<file path="config.mk">
export PLATFORM = sky130hd
export DESIGN_NAME = rct_timer
export DESIGN_NICKNAME = d
export VERILOG_FILES = /design/src/hdl/rct_pkg.sv /design/src/hdl/rct_sync_edge.sv /design/src/hdl/rct_timer.sv
export VERILOG_INCLUDE_DIRS = /design/src /design/src/hdl
export SDC_FILE = /design/constraint.sdc
export NUM_CORES = 1
export LEC_CHECK = 0
export BUFFER_PORTS_ARGS = -buffer_cell sky130_fd_sc_hd__buf_2
export CAP_MARGIN = 20
export CORE_UTILIZATION = 50
export DETAILED_ROUTE_END_ITERATION = 16
export PLACE_DENSITY = 0.74
export SLEW_MARGIN = 20
export SYNTH_ARGS = -nofsm -noshare
export SYNTH_HDL_FRONTEND = slang
export SYNTH_SLANG_ARGS = --single-unit
</file>
<file path="constraint.sdc">
create_clock -name clk -period 2.27 [get_ports clk]
set_clock_uncertainty 0.15 [all_clocks]
set_input_delay 0.1135 -clock clk [delete_from_list [all_inputs] [get_ports clk]]
set_output_delay 0.1135 -clock clk [all_outputs]
set_load 0.05 [all_outputs]
</file>
<file path="src/hdl/rct_params.svh">
// Register offsets, field positions and reset values of the reload capture timer
`ifndef RCT_PARAMS_SVH
`define RCT_PARAMS_SVH
`define RCT_ADDR_W        8
`define RCT_OFF_CONTROL   8'hC8
`define RCT_OFF_RCAP_LO   8'hCA
`define RCT_OFF_RCAP_HI   8'hCB
`define RCT_OFF_CNT_LO    8'hCC
`define RCT_OFF_CNT_HI    8'hCD
`define RCT_OFF_IRQ_STAT  8'hD0
`define RCT_OFF_IRQ_EN    8'hD4
`define RCT_OFF_IRQ_CLR   8'hD8
`define RCT_BIT_OVF       7
`define RCT_BIT_EXT       6
`define RCT_BIT_RXBAUD    5
`define RCT_BIT_TXBAUD    4
`define RCT_BIT_TRIG_EN   3
`define RCT_BIT_RUN       2
`define RCT_BIT_SRC       1
`define RCT_BIT_CAPRL     0
`define RCT_CTRL_RESET    8'h00
`define RCT_BYTE_RESET    8'h00
`define RCT_TIMER_DIV     2
`define RCT_IRQ_OVF       0
`define RCT_IRQ_EXT       1
`define RCT_IRQ_CAPT      2
`define RCT_IRQ_W         3
`endif

</file>
<file path="src/hdl/rct_pkg.sv">
// Types of the reload capture timer
package rct_pkg;
  typedef logic [7:0]  rct_byte_t;
  typedef logic [15:0] rct_count_t;
  typedef enum logic [1:0] {
    RCT_BUS_IDLE = 2'b00,
    RCT_BUS_ACK  = 2'b01
  } rct_bus_state_t;
endpackage

</file>
<file path="src/hdl/rct_sync_edge.sv">
// Two-stage synchroniser with falling edge detector
`timescale 1ns/10ps
`default_nettype none
module rct_sync_edge (
  input  wire logic clk,
  input  wire logic reset_n,
  input  wire logic pin,
  output var  logic fall
);
  typedef struct packed {
    logic s1;
    logic s2;
    logic s3;
    logic fall;
  } rct_sync_state_t;

  rct_sync_state_t st_q;
  rct_sync_state_t st_d;

  always_comb begin
    st_d      = st_q;
    st_d.s1   = pin;
    st_d.s2   = st_q.s1;
    st_d.s3   = st_q.s2;
    st_d.fall = st_q.s3 & ~st_q.s2;
  end

  always_ff @(posedge clk or negedge reset_n) begin
    if (!reset_n) begin
      st_q <= '{s1: 1'b1, s2: 1'b1, s3: 1'b1, fall: 1'b0};
    end else begin
      st_q <= st_d;
    end
  end

  assign fall = st_q.fall;
endmodule // rct_sync_edge
`default_nettype wire

</file>
<file path="src/hdl/rct_timer.sv">
// Reload capture timer: 16-bit counter with reload, capture, baud output and Wishbone registers
//
// Implementation choice: the Wishbone register port.
`timescale 1ns/10ps
`default_nettype none
`include "rct_params.svh"
// How it works
// - An overflow sets the overflow flag unless a baud select is 1; software clears it.
// - With the trigger enable set, a trigger-pin capture or reload sets the edge flag.
// - Receive baud select 1 sends this overflow to the UART receive clock, else Timer1 overflow.
// - Transmit baud select 1 sends this overflow to the UART transmit clock, else Timer1 overflow.
// - Trigger enable with both baud selects 0 lets a trigger falling edge capture or reload.
// - Timer source with run set counts once per two clocks; run clear stops counting.
// - Count source select 1 counts falling edges of the count pin instead.
// - Reload mode reloads on overflow and on enabled trigger edges.
// - Capture mode captures on enabled trigger edges and, with both baud selects 0, does not reload on overflow.
// - Any baud select forces auto-reload on overflow regardless of capture mode.
// - Reload/capture value sits in byte registers at CAh and CBh, reset to zero.
// - Count sits in byte registers at CCh and CDh, reset to zero, read and preset by software.
module rct_timer (
  input  wire logic       clk,
  input  wire logic       reset_n,
  input  wire logic       wb_cyc_i,
  input  wire logic       wb_stb_i,
  input  wire logic       wb_we_i,
  input  wire logic [7:0] wb_adr_i,
  input  wire logic [3:0] wb_sel_i,
  input  wire logic [31:0] wb_dat_i,
  output var  logic [31:0] wb_dat_o,
  output var  logic       wb_ack_o,
  input  wire logic       count_pin,
  input  wire logic       trigger_pin,
  input  wire logic       timer1_ovf,
  output var  logic       rx_baud_tick,
  output var  logic       tx_baud_tick,
  output var  logic       irq
);
  typedef struct packed {
    rct_pkg::rct_bus_state_t bus;
    logic [31:0]             rdata;
    rct_pkg::rct_byte_t      ctrl;
    rct_pkg::rct_count_t     rcap;
    rct_pkg::rct_count_t     cnt;
    logic                    div;
    logic [`RCT_IRQ_W-1:0]   stat;
    logic [`RCT_IRQ_W-1:0]   en;
    logic                    irq;
    logic                    rx_tick;
    logic                    tx_tick;
  } rct_state_t;

  rct_state_t st_q;
  rct_state_t st_d;
  logic       cnt_fall;
  logic       trg_fall;

  rct_sync_edge u_count_sync (
    .clk     (clk),
    .reset_n (reset_n),
    .pin     (count_pin),
    .fall    (cnt_fall)
  );

  rct_sync_edge u_trig_sync (
    .clk     (clk),
    .reset_n (reset_n),
    .pin     (trigger_pin),
    .fall    (trg_fall)
  );

  logic       baud_mode;
  logic       step;
  logic       ovf;
  logic       trig_ok;
  logic       do_reload;
  logic       do_capture;
  logic       wr_stb;
  logic       rd_stb;
  logic [7:0] wbyte;
  logic [`RCT_IRQ_W-1:0] ev;
  logic [`RCT_IRQ_W-1:0] clr;

  always_comb begin
    baud_mode = st_q.ctrl[`RCT_BIT_RXBAUD] | st_q.ctrl[`RCT_BIT_TXBAUD];
    // Count pulse from the selected source
    if (st_q.ctrl[`RCT_BIT_SRC]) begin
      step = st_q.ctrl[`RCT_BIT_RUN] & cnt_fall;
    end else begin
      step = st_q.ctrl[`RCT_BIT_RUN] & st_q.div;
    end
    ovf        = step & (st_q.cnt == 16'hFFFF);
    trig_ok    = trg_fall & st_q.ctrl[`RCT_BIT_TRIG_EN] & ~baud_mode;
    do_capture = trig_ok & st_q.ctrl[`RCT_BIT_CAPRL] & ~baud_mode;
    do_reload  = (ovf & (baud_mode | ~st_q.ctrl[`RCT_BIT_CAPRL]))
               | (trig_ok & ~st_q.ctrl[`RCT_BIT_CAPRL]);
    // Write lands on the edge at which the master samples ack high
    wr_stb = wb_cyc_i & wb_stb_i & wb_we_i & (st_q.bus == rct_pkg::RCT_BUS_ACK) & wb_sel_i[0];
    rd_stb = wb_cyc_i & wb_stb_i & ~wb_we_i & (st_q.bus == rct_pkg::RCT_BUS_IDLE);
    wbyte  = wb_dat_i[7:0];
    ev  = '0;
    ev[`RCT_IRQ_OVF]  = ovf & ~baud_mode;
    ev[`RCT_IRQ_EXT]  = trig_ok;
    ev[`RCT_IRQ_CAPT] = do_capture;
    clr = '0;
    if (wr_stb && wb_adr_i == `RCT_OFF_IRQ_CLR) begin
      clr = wbyte[`RCT_IRQ_W-1:0];
    end

    st_d         = st_q;
    st_d.div     = st_q.ctrl[`RCT_BIT_RUN] ? ~st_q.div : 1'b0;
    st_d.rx_tick = st_q.ctrl[`RCT_BIT_RXBAUD] ? ovf : timer1_ovf;
    st_d.tx_tick = st_q.ctrl[`RCT_BIT_TXBAUD] ? ovf : timer1_ovf;

    // Software access; reload, capture and flag sets below take priority, a count step yields to a count write
    if (wr_stb) begin
      case (wb_adr_i)
        `RCT_OFF_CONTROL: st_d.ctrl      = wbyte;
        `RCT_OFF_RCAP_LO: st_d.rcap[7:0]  = wbyte;
        `RCT_OFF_RCAP_HI: st_d.rcap[15:8] = wbyte;
        `RCT_OFF_CNT_LO:  st_d.cnt[7:0]   = wbyte;
        `RCT_OFF_CNT_HI:  st_d.cnt[15:8]  = wbyte;
        `RCT_OFF_IRQ_EN:  st_d.en         = wbyte[`RCT_IRQ_W-1:0];
        default:          st_d.ctrl       = st_q.ctrl;
      endcase
    end

    if (do_reload) begin
      st_d.cnt = st_q.rcap;
    end else if (step && !(wr_stb && (wb_adr_i == `RCT_OFF_CNT_LO || wb_adr_i == `RCT_OFF_CNT_HI))) begin
      st_d.cnt = st_q.cnt + 16'h0001;
    end
    if (do_capture) begin
      st_d.rcap = st_q.cnt;
    end

    // Flags: set wins over software clear
    if (ovf && !baud_mode) begin
      st_d.ctrl[`RCT_BIT_OVF] = 1'b1;
    end
    if (trig_ok) begin
      st_d.ctrl[`RCT_BIT_EXT] = 1'b1;
    end
    st_d.stat = (st_q.stat & ~clr) | ev;
    st_d.irq  = |(st_d.stat & st_d.en);

    st_d.bus = rct_pkg::RCT_BUS_IDLE;
    if (wb_cyc_i && wb_stb_i && st_q.bus == rct_pkg::RCT_BUS_IDLE) begin
      st_d.bus = rct_pkg::RCT_BUS_ACK;
    end
    if (rd_stb) begin
      st_d.rdata = 32'h0000_0000;
      case (wb_adr_i)
        `RCT_OFF_CONTROL:  st_d.rdata[7:0] = st_q.ctrl;
        `RCT_OFF_RCAP_LO:  st_d.rdata[7:0] = st_q.rcap[7:0];
        `RCT_OFF_RCAP_HI:  st_d.rdata[7:0] = st_q.rcap[15:8];
        `RCT_OFF_CNT_LO:   st_d.rdata[7:0] = st_q.cnt[7:0];
        `RCT_OFF_CNT_HI:   st_d.rdata[7:0] = st_q.cnt[15:8];
        `RCT_OFF_IRQ_STAT: st_d.rdata[`RCT_IRQ_W-1:0] = st_q.stat;
        `RCT_OFF_IRQ_EN:   st_d.rdata[`RCT_IRQ_W-1:0] = st_q.en;
        default:           st_d.rdata = 32'h0000_0000;
      endcase
    end
  end

  always_ff @(posedge clk or negedge reset_n) begin
    if (!reset_n) begin
      st_q <= '0;
    end else begin
      st_q <= st_d;
    end
  end

  assign wb_dat_o     = st_q.rdata;
  assign wb_ack_o     = st_q.bus[0];
  assign rx_baud_tick = st_q.rx_tick;
  assign tx_baud_tick = st_q.tx_tick;
  assign irq          = st_q.irq;
endmodule // rct_timer
`default_nettype wire

</file>
==> flow_metrics.env, run 1 <==
export IMPL_cts_clk_slew_worst_paths_ns=0.08
export IMPL_cts_resized=0
export IMPL_rows=32
export IMPL_peakVddDrop_mv=0.2880
export IMPL_coreArea_um2=7767
export IMPL_worst_path_stages=7
export IMPL_grt_use_total_pct=28.74
export IMPL_gr_total_overflow=0
export IMPL_rr_worst_depth=5
export IMPL_critPathMaxStageDelay_ns=0.53
export IMPL_setup_viol=0
export IMPL_r2r_end="st_q[16]"
export IMPL_seq_area_frac_synth_pct=41.72
export IMPL_yosysTopAreaCellShare_pct=37.82
export IMPL_synth_avg_cell_area_um2=9.845
export IMPL_powerDensity_nw_per_um2=573.4
export IMPL_dieArea_um2=8436
export IMPL_antenna_found_initial=0
export IMPL_vias_per_cell=6.164
export IMPL_grt_pass1_vias=3366
export IMPL_setup_tns_ns=0
export IMPL_fin_util_pct=61.65
export IMPL_ys_types=62
export IMPL_io_pins=88
export IMPL_rrSetupSlack_ns=0.12
export IMPL_crit_family="simple AND/OR/NAND/NOR gates"
export IMPL_yosys_top_cells_area="dfrtp_1 38%, mux2i_1 7.7%, buf_4 6.1%"
export IMPL_initial_utilization_pct=51.97
export IMPL_cts_made_buffers=9
export IMPL_drive_gt1_share_pct=24.84
export IMPL_layout_min_cycle_time_ns=2.182
export IMPL_die_x_um=91.85
export IMPL_fin_crit_sh_pct=96.13
export IMPL_avgRoutedWirePerCell_um=19.91
export IMPL_arrival_ns=2.28
export IMPL_ys_warnings_count=0
export IMPL_synth_flop_cell="dfrtp_1"
export IMPL_post_route_drc_count=0
export IMPL_wl_um=11650
export IMPL_syn_inst=410
export IMPL_syn_area_um2=4036
export IMPL_hold_class="primary input to register"
export IMPL_clock_path_buffers=2
export IMPL_slowest_stage="dlygate4sd3_1"
export IMPL_critPathKind="primary input to register"
export IMPL_routabilityCongestion=0.9627
export IMPL_p_leak_nw=2.006
export IMPL_die_h_um=91.85
export IMPL_dr_first_iter_drc_count=488
export IMPL_critical_path_required_ns=2.36
export IMPL_design_area_um2=4788
export IMPL_crit_path_start_kind="primary input"
export IMPL_relSlewSlack_pct=51.88
export IMPL_crit_buf_inv=2
export IMPL_worstMarginPinSlew_ns=0.7219
export IMPL_p_total_mw=2.746
export IMPL_drtAntennaViolNets=0
export IMPL_place_area_um2=4425
export IMPL_nNetsFinal=531
export IMPL_cts_root_buffer="clkbuf_8"
export IMPL_reg2reg_from="wb_ack_o"
export IMPL_area_growth_pct=18.63
export IMPL_grt_setup_unrepaired="false"
export IMPL_max_cap_violations=0
export IMPL_timing_hold_ws_ns=0.07746
export IMPL_crit_path_end="st_q[16]"
export IMPL_status="finished clean"
export IMPL_slew_violations=0
export IMPL_yosysTopAreaCell="dfrtp_1"
export IMPL_cpMostUsedCell="and4_1"
export IMPL_cp_max_fo=11
export IMPL_antennaDiodeCount=0
export IMPL_vias=3606
export IMPL_synth_seq_cells=67
export IMPL_grt_max_degree=39
export IMPL_fmax_mhz=458.3
export IMPL_htreeDepth=3
export IMPL_final_common_cell="dfrtp_1"
export IMPL_cts_tree="yes"
export IMPL_synthArstFlopShare_pct=100.0
export IMPL_numPortBuffers=36
export IMPL_dr_pass1_iters=6
export IMPL_clock_latency_ns=0.35
export IMPL_end_kind="register"
export IMPL_synth_edf_count=0
export IMPL_hold_viol=0
export IMPL_crit_path_cell_trace="dlygate4sd3_1 -> buf_2 -> and4_1 -> and4_1 -> nor2_2 -> a311oi_1 -> o41ai_2"
export IMPL_crit_path_start="wb_stb_i"
export IMPL_final_cell_mix="61 x dfrtp_1, 36 x buf_2, 32 x buf_4"
export IMPL_grt_pass1_wl_um=18280
export IMPL_clkSinkCount=67
export IMPL_dp_hpwl_um=8422
## metrics by stage
step	setup slack [ns]	cells
after floorplan	0.008318	433
after global routing	0.006178	585
after global placement	0.1782	555
after detailed placement	0.1916	555
final	0.08788	585
after CTS	0.1339	585
## timing repair
item	CTS	global route
hold endpoints to repair	49	0
hold buffers	14	0
setup buffers	0	0
## per-layer routing
| layer | share of wire, % | global-route usage, % |
|---|---|---|
| met1 | 42 | 40.14 |
| met2 | 47 | 44.47 |
| met3 | 8.6 | 5.804 |
| met4 | 2.2 | 9.896 |
| met5 | 0 | 0 |
## worst min-delay path by stage
stage / startpoint / to / slack [ns] / cells past startpoint
6_report: wb_we_i / wb_dat_o[6] / 0.08 / 4
5_1_grt: wb_we_i / wb_dat_o[6] / 0.1 / 4
4_1_cts: wb_we_i / wb_dat_o[3] / 0.07 / 4
3_5_place_dp: reset_n / st_q[25] / 0.06 / 1
3_3_place_gp: reset_n / st_q[25] / 0.04 / 1
2_1_floorplan: reset_n / irq / -0.33 / 0
## worst reg2reg max path, stage by stage, from the launching register on
cell	delay (ns)
dfrtp_1	0.40
and4_1	0.21
and4_1	0.32
nor2_2	0.46
a311oi_1	0.20
o41ai_2	0.32
## cells by family after synthesis
logic type	after synthesis	share of synthesized area, %
and+or+nand+nor	138	19.72
AOI/OAI and AO/OA	94	17.33
DFF	67	41.72
buffers and inverters	66	9.764
muxes	42	10.85
adders and majority gates	1	0.3099
other	1	0.09291
xor gates and xnor gates	1	0.2170
## power breakdown
part           leakage [nW]  switching [mW]  total (mW)  internal [mW]
clock network         0.110           0.505        1.13          0.626
logic                  1.17           0.274       0.365         0.0908
registers             0.731          0.0203        1.25           1.23
total                  2.01           0.799        2.75           1.95
## Yosys cell counts (all sizes together), types with 4 or more instances
library cell   n
o41ai          4
and2           7
inv           13
o2bb2ai       10
a21oi          8
dfrtp         61
nor4           4
mux2i         31
a221oi         8
a311oi         5
nand2         30
o21ai         20
o31ai          8
and4           4
clkbuf        11
nand3         22
and3           8
nor2b          5
nor3          13
buf           42
mux2          11
o22ai          6
dfstp          6
nor2          20
nand4         10
a211oi         7
## registers in the layout (all words and copies together), names as in the netlist, 2 cells and up
signal             count
u_trig_sync.st_d       2
wb_dat_o               8
st_q                  47
u_count_sync.st_d      2
## area by class of cell
cell class	instances	area [µm²]
Fill cell	688	2979
Multi-Input combinational cell	300	2044
Sequential cell	67	1684
Timing Repair Buffer	87	660.6
Tap cell	102	127.6
Clock buffer	9	123.9
Clock inverter	7	98.84
Inverter	13	48.80
(Power assumes the default switching activity.)
==> run 2: changes to the inputs <==
SYNTH_HIERARCHICAL = 1   (was unset)
==> run 2 against run 1 <==
Die area decreased by 0.79%. Highest routed layer unchanged. Register-to-register slack about the same. Non-clock buffer count down 2. Critical path depth down 3. Global-route usage shrank 0.40 points.
==> flow_metrics.env, run 2 <==
export IMPL_status="finished clean"
export IMPL_fillers=651
export IMPL_hold_viol=0
export IMPL_fin_crit_sh_pct=95.37
export IMPL_cts_setup_buffers=0
export IMPL_p_leak_nw=2.055
export IMPL_grt_pass1_vias=3480
export IMPL_area_growth_pct=16.97
export IMPL_crit_path_cell_trace="nand4_1 -> or4_1 -> o21a_1 -> o31ai_1"
export IMPL_vias_per_cell=6.005
export IMPL_antenna_found_initial=0
export IMPL_drtAntennaViolNets=0
export IMPL_cts_root_buffer="clkbuf_8"
export IMPL_rrSetupSlack_ns=0.11
export IMPL_critical_path_required_ns=2.38
export IMPL_fmax_mhz=461.9
export IMPL_die_x_um=91.49
export IMPL_slowest_stage="or4_1"
export IMPL_dr_pass1_iters=8
export IMPL_htreeDepth=3
export IMPL_wl_um=10860
export IMPL_synth_edf_count=0
export IMPL_syn_area_um2=4004
export IMPL_final_cell_mix="60 x dfrtp_1, 43 x nand2_1, 36 x buf_2"
export IMPL_avgRoutedWirePerCell_um=18.28
export IMPL_yosysMostFrequentCell="dfrtp_1"
export IMPL_ys_types=62
export IMPL_p_comb_share_pct=11.2
export IMPL_synthTopCellsByCount="61 x dfrtp_1, 43 x nand2_1, 35 x mux2i_1"
export IMPL_setup_viol=0
export IMPL_r2r_end="st_q[23]"
export IMPL_layout_min_cycle_time_ns=2.165
export IMPL_crit_family="simple AND/OR/NAND/NOR gates"
export IMPL_fin_util_pct=60.61
export IMPL_design_area_um2=4683
export IMPL_grt_setup_unrepaired="true"
export IMPL_synth_seq_cells=67
export IMPL_end_kind="register"
export IMPL_ys_warnings_count=6
export IMPL_seq_area_frac_synth_pct=42.06
export IMPL_nNetsFinal=540
export IMPL_critPathKind="register to register"
export IMPL_clock_path_buffers=2
export IMPL_cp_max_fo=6
export IMPL_cts_made_buffers=9
export IMPL_slew_violations=0
export IMPL_dr_first_iter_drc_count=434
export IMPL_final_common_cell="dfrtp_1"
export IMPL_synth_avg_cell_area_um2=9.488
export IMPL_antennaDiodeCount=0
export IMPL_grt_max_degree=27
export IMPL_yosysTopAreaCell="dfrtp_1"
export IMPL_crit_buf_inv=0
export IMPL_clockPowerShare_pct=40.8
export IMPL_syn_inst=422
export IMPL_rows=32
export IMPL_yosys_top_cells_area="dfrtp_1 38%, mux2i_1 8.8%, buf_4 6.0%"
export IMPL_clkSinkCount=67
export IMPL_coreArea_um2=7727
export IMPL_reg2reg_from="st_q[17]"
export IMPL_synthArstFlopShare_pct=100.0
export IMPL_seqPwrFrac_pct=48.1
export IMPL_post_route_drc_count=0
export IMPL_cts_tree="yes"
export IMPL_p_int_mw=1.812
export IMPL_yosysTopAreaCellShare_pct=38.13
export IMPL_largest_register="st_q"
export IMPL_switching_share_pct=29.02
export IMPL_hold_class="primary input to asynchronous set/reset pin"
export IMPL_routabilityCongestion=0.9372
export IMPL_p_sw_mw=0.7408
export IMPL_die_h_um=91.49
export IMPL_crit_path_start_kind="register"
export IMPL_synth_flop_cell="dfrtp_1"
export IMPL_dp_hpwl_um=8004
export IMPL_dieArea_um2=8370
export IMPL_powerDensity_nw_per_um2=545.1
export IMPL_arrival_ns=2.27
export IMPL_clock_latency_ns=0.36
export IMPL_vias=3567
export IMPL_place_area_um2=4330
export IMPL_peakVddDrop_mv=0.8111
export IMPL_initial_utilization_pct=51.81
export IMPL_rr_worst_depth=4
export IMPL_max_cap_violations=0
export IMPL_critPathMaxStageDelay_ns=0.76
export IMPL_grt_use_total_pct=28.34
export IMPL_drive_gt1_share_pct=24.80
export IMPL_largest_reg_flops=47
export IMPL_io_pins=88
export IMPL_grt_pass1_wl_um=18100
export IMPL_numPortBuffers=36
export IMPL_cts_clk_slew_worst_paths_ns=0.09
export IMPL_gr_total_overflow=0
==> run 2: cell count changes after synthesis, moves of 5 or more <==
cell,previous run,this run
o22ai_1,6,16
a211oi_1,7,2
o2bb2ai_1,10,1
buf_1,1,6
o21ai_1,16,5
nand2_1,30,43
o21ai_0,4,18
a21oi_1,8,14
a221oi_1,8,3
buf_2,6,1
==> run 2: layout make-up <==
cell class / instances / area (µm²) / area share, %
inverter: 12 / 45.04 / 0.9618
tap: 102 / 127.6 / 2.725
sequential: 67 / 1685 / 35.99
timing repair buffer: 85 / 583.1 / 12.45
multi-input combinational: 312 / 2037 / 43.49
clock inverter: 7 / 81.33 / 1.737
clock buffer: 9 / 123.9 / 2.645
==> run 2: cells by family (layout without fill, tap and decap cells) <==
logic type | count (synthesis) | in the layout | synth area share, %
muxes | 47 | 47 | 12.13
AOI/OAI and AO/OA | 103 | 103 | 17.06
adders and majority gates | 1 | 1 | 0.3125
DFF | 67 | 67 | 42.06
other | 1 | 24 | 0.09366
and+or+nand+nor | 137 | 137 | 18.94
buffers and inverters | 66 | 113 | 9.406
==> run 2: worst register-to-register path: stages (launching register included) <==
cell and delay [ns]:
dfrtp_1 0.44, nand4_1 0.27, or4_1 0.76, o21a_1 0.24, o31ai_1 0.21
==> run 2: timing repair <==
action	CTS	global route
resized for setup	0	2
endpoints found under the hold margin	47	0
setup endpoints to repair	0	11
hold buffers	14	0
==> run 2: per-stage QoR <==
step	cells	total power, mW	setup slack (ns)	hold slack [ns]	TNS [ns]
after floorplan	445	1.456	-0.00003575	-0.3321	-0.00003575
after global placement	564	1.512	0.09885	-0.05100	0
after detailed placement	564	1.515	0.1173	-0.04140	0
after CTS	594	2.568	0.1108	0.08311	0
after global routing	594	2.648	-0.01060	0.1365	-0.01060
final	594	2.553	0.1051	0.09405	0
==> run 2: metal layers <==
layer	global-route usage (%)	share of wire, %
met3	5.695	7.6
met4	10.71	2.0
met2	43.92	46
met1	39.05	45
met5	0	0
==> run 2: worst max-delay path by stage <==
stage                            from        to  slack (ns)  depth (start not counted)
after floorplan              wb_ack_o  st_q[16]    -0.00004                          6
after global placement    wb_adr_i[1]       irq         0.1                          7
after detailed placement     st_q[17]  st_q[19]        0.12                          4
after CTS                    st_q[17]  st_q[23]        0.11                          4
after global routing         st_q[43]  st_q[15]       -0.01                          6
final                        st_q[17]  st_q[23]        0.11                          4
==> run 2: power by group through the flow <==
stage / Sequential, mW / Clock (mW) / Combinational (mW)
after global placement: 1.25 / 0 / 0.262
after detailed placement: 1.25 / 0 / 0.265
final: 1.23 / 1.04 / 0.285
after global routing: 1.23 / 1.11 / 0.304
after floorplan: 1.26 / 0 / 0.197
after CTS: 1.23 / 1.06 / 0.284
==> run 3: changes to the inputs <==
SETUP_SLACK_MARGIN = 0.15   (was unset)
clock period = 2.21 ns   (was 2.27 ns; I/O delays follow)
==> run 3 against run 2 <==
Critical path depth is 1 higher. Maximum frequency is 7.7% higher. Hold slack worse by 0.0057 ns. Via count is 2.1% higher. Die area stayed put. First-iteration DRC count is 17% lower. Largest cell class unchanged. Count of clock-buffer cells in the layout is 3 higher. Register-to-register slack better by 0.09 ns. Global-route usage is 0.11 points lower. Sequential power hardly changed.
==> flow_metrics.env, run 3 (synthesis gave the netlist of run 2 again) <==
export IMPL_setup_tns_ns=0
export IMPL_avgRoutedWirePerCell_um=18.57
export IMPL_p_leak_nw=2.089
export IMPL_hold_viol=0
export IMPL_fillers=657
export IMPL_final_cell_mix="60 x dfrtp_1, 42 x nand2_1, 37 x buf_4"
export IMPL_peakVddDrop_mv=0.3461
export IMPL_post_route_drc_count=0
export IMPL_p_sw_mw=0.7238
export IMPL_cts_made_buffers=9
export IMPL_layout_min_cycle_time_ns=2.010
export IMPL_hold_class="primary input to register"
export IMPL_largest_register="st_q"
export IMPL_p_int_mw=1.768
export IMPL_nNetsFinal=546
export IMPL_dr_first_iter_drc_count=362
export IMPL_fin_crit_sh_pct=90.96
export IMPL_numPortBuffers=36
export IMPL_relSlewSlack_pct=62.99
export IMPL_cts_root_buffer="clkbuf_8"
export IMPL_vias=3643
export IMPL_clkSinkCount=67
export IMPL_arrival_ns=2.10
export IMPL_dp_slack_ns=-0.06761
export IMPL_die_h_um=91.49
export IMPL_io_pins=88
export IMPL_clock_latency_ns=0.36
export IMPL_dp_hpwl_um=8149
export IMPL_slew_violations=0
export IMPL_seqPwrFrac_pct=50.6
export IMPL_grt_max_degree=33
export IMPL_wl_um=11140
export IMPL_initial_utilization_pct=51.81
export IMPL_coreArea_um2=7727
export IMPL_max_cap_violations=0
export IMPL_antennaDiodeCount=0
export IMPL_dr_pass1_iters=5
export IMPL_timing_hold_ws_ns=0.08837
export IMPL_cts_tree="yes"
export IMPL_slowest_stage="dfrtp_1"
export IMPL_crit_path_cell_trace="nand4_1 -> nor3_4 -> a31o_4 -> nand2_1 -> o22a_1"
export IMPL_worstMarginPinSlew_ns=0.5551
export IMPL_crit_path_start_kind="register"
export IMPL_largest_reg_flops=47
export IMPL_switching_share_pct=29.05
export IMPL_fin_util_pct=62.86
export IMPL_p_total_mw=2.492
export IMPL_grt_pass1_wl_um=18070
export IMPL_crit_buf_inv=0
export IMPL_p_comb_share_pct=12.4
export IMPL_gr_total_overflow=0
export IMPL_grt_pass1_vias=3534
export IMPL_critPathKind="register to register"
export IMPL_rows=32
export IMPL_grt_setup_unrepaired="true"
export IMPL_grt_use_total_pct=28.23
export IMPL_area_growth_pct=21.31
export IMPL_final_common_cell="dfrtp_1"
export IMPL_drive_gt1_share_pct=28.11
export IMPL_antenna_found_initial=0
export IMPL_clockPowerShare_pct=37.1
export IMPL_cp_max_fo=7
export IMPL_drtAntennaViolNets=0
export IMPL_htreeDepth=3
export IMPL_clock_path_buffers=2
export IMPL_powerDensity_nw_per_um2=513.0
export IMPL_die_x_um=91.49
export IMPL_fin_ws_ns=0.1997
export IMPL_setup_viol=0
export IMPL_end_kind="register"
export IMPL_dieArea_um2=8370
export IMPL_crit_family="simple AND/OR/NAND/NOR gates"
export IMPL_critPathMaxStageDelay_ns=0.47
export IMPL_cts_clk_slew_worst_paths_ns=0.07
export IMPL_vias_per_cell=6.072
export IMPL_status="finished clean"
export IMPL_critical_path_required_ns=2.30
export IMPL_fmax_mhz=497.4
export IMPL_routabilityCongestion=0.9508
## run 3: cell types whose count changed in the layout (fill, tap and decap cells not counted), sizes merged
cell | before | now
inv | 16 | 12
clkbuf | 9 | 12
clkinvlp | 1 | 3
bufinv | 1 | 0
buf | 71 | 77
## run 3: power by group through the flow
stage / Clock [mW] / Combinational, mW / Sequential, mW
detailed placement: 0 / 0.282 / 1.28
finish: 0.923 / 0.309 / 1.26
floorplan: 0 / 0.202 / 1.29
CTS: 0.940 / 0.302 / 1.26
global placement: 0 / 0.279 / 1.28
global route: 0.991 / 0.329 / 1.26
## run 3: final cells by class
cell class | instances | area (µm²) | area share [%]
Clock buffer | 12 | 145.1 | 2.988
Clock inverter | 4 | 27.53 | 0.5667
Inverter | 12 | 45.04 | 0.9274
Multi-Input combinational cell | 312 | 2157 | 44.41
Sequential cell | 67 | 1685 | 34.70
Tap cell | 102 | 127.6 | 2.628
Timing Repair Buffer | 91 | 669.4 | 13.78
## run 3: repair_timing
item,in CTS,in global routing
pin swaps,2,2
resized for setup,6,18
hold buffers,14,0
buffers inserted,0,1
endpoints found under the setup margin,6,27
hold endpoints to repair,58,0
## run 3: final timing paths
| path | startpoint | to | slack (ns) | cells past startpoint |
|---|---|---|---|---|
| setup reg to reg | st_q[20] | st_q[10] | 0.20 | 5 |
| setup / recovery | st_q[20] | st_q[10] | 0.20 | 5 |
| hold / removal | wb_stb_i | st_q[8] | 0.09 | 4 |
| max in group asynchronous | reset_n | st_q[22] | 1.15 | 3 |
| min in group asynchronous | reset_n | irq | 0.13 | 2 |
| hold reg to reg | u_trig_sync/st_d[2] | u_trig_sync/st_d[1] | 0.21 | 0 |
## run 3: metrics by stage
step	cells	instance area, µm²
floorplan	445	4106
global placement	569	4410
detailed placement	569	4410
CTS	599	4761
global route	600	4857
finish	600	4857
## run 3: layer usage
metal / global-route usage [%] / share of wire (%)
met5: 0 / 0
met4: 9.259 / 1.2
met3: 7.203 / 8.2
met2: 45.49 / 47
met1: 36.96 / 43
## run 3: tightest hold or removal path: cells and delay by family
| family | cells | cell delay, ns |
|---|---|---|
| AOI/OAI and AO/OA | 1 | 0.19 |
| and+or+nand+nor | 2 | 0.13 |
| buffers and inverters | 1 | 0.11 |
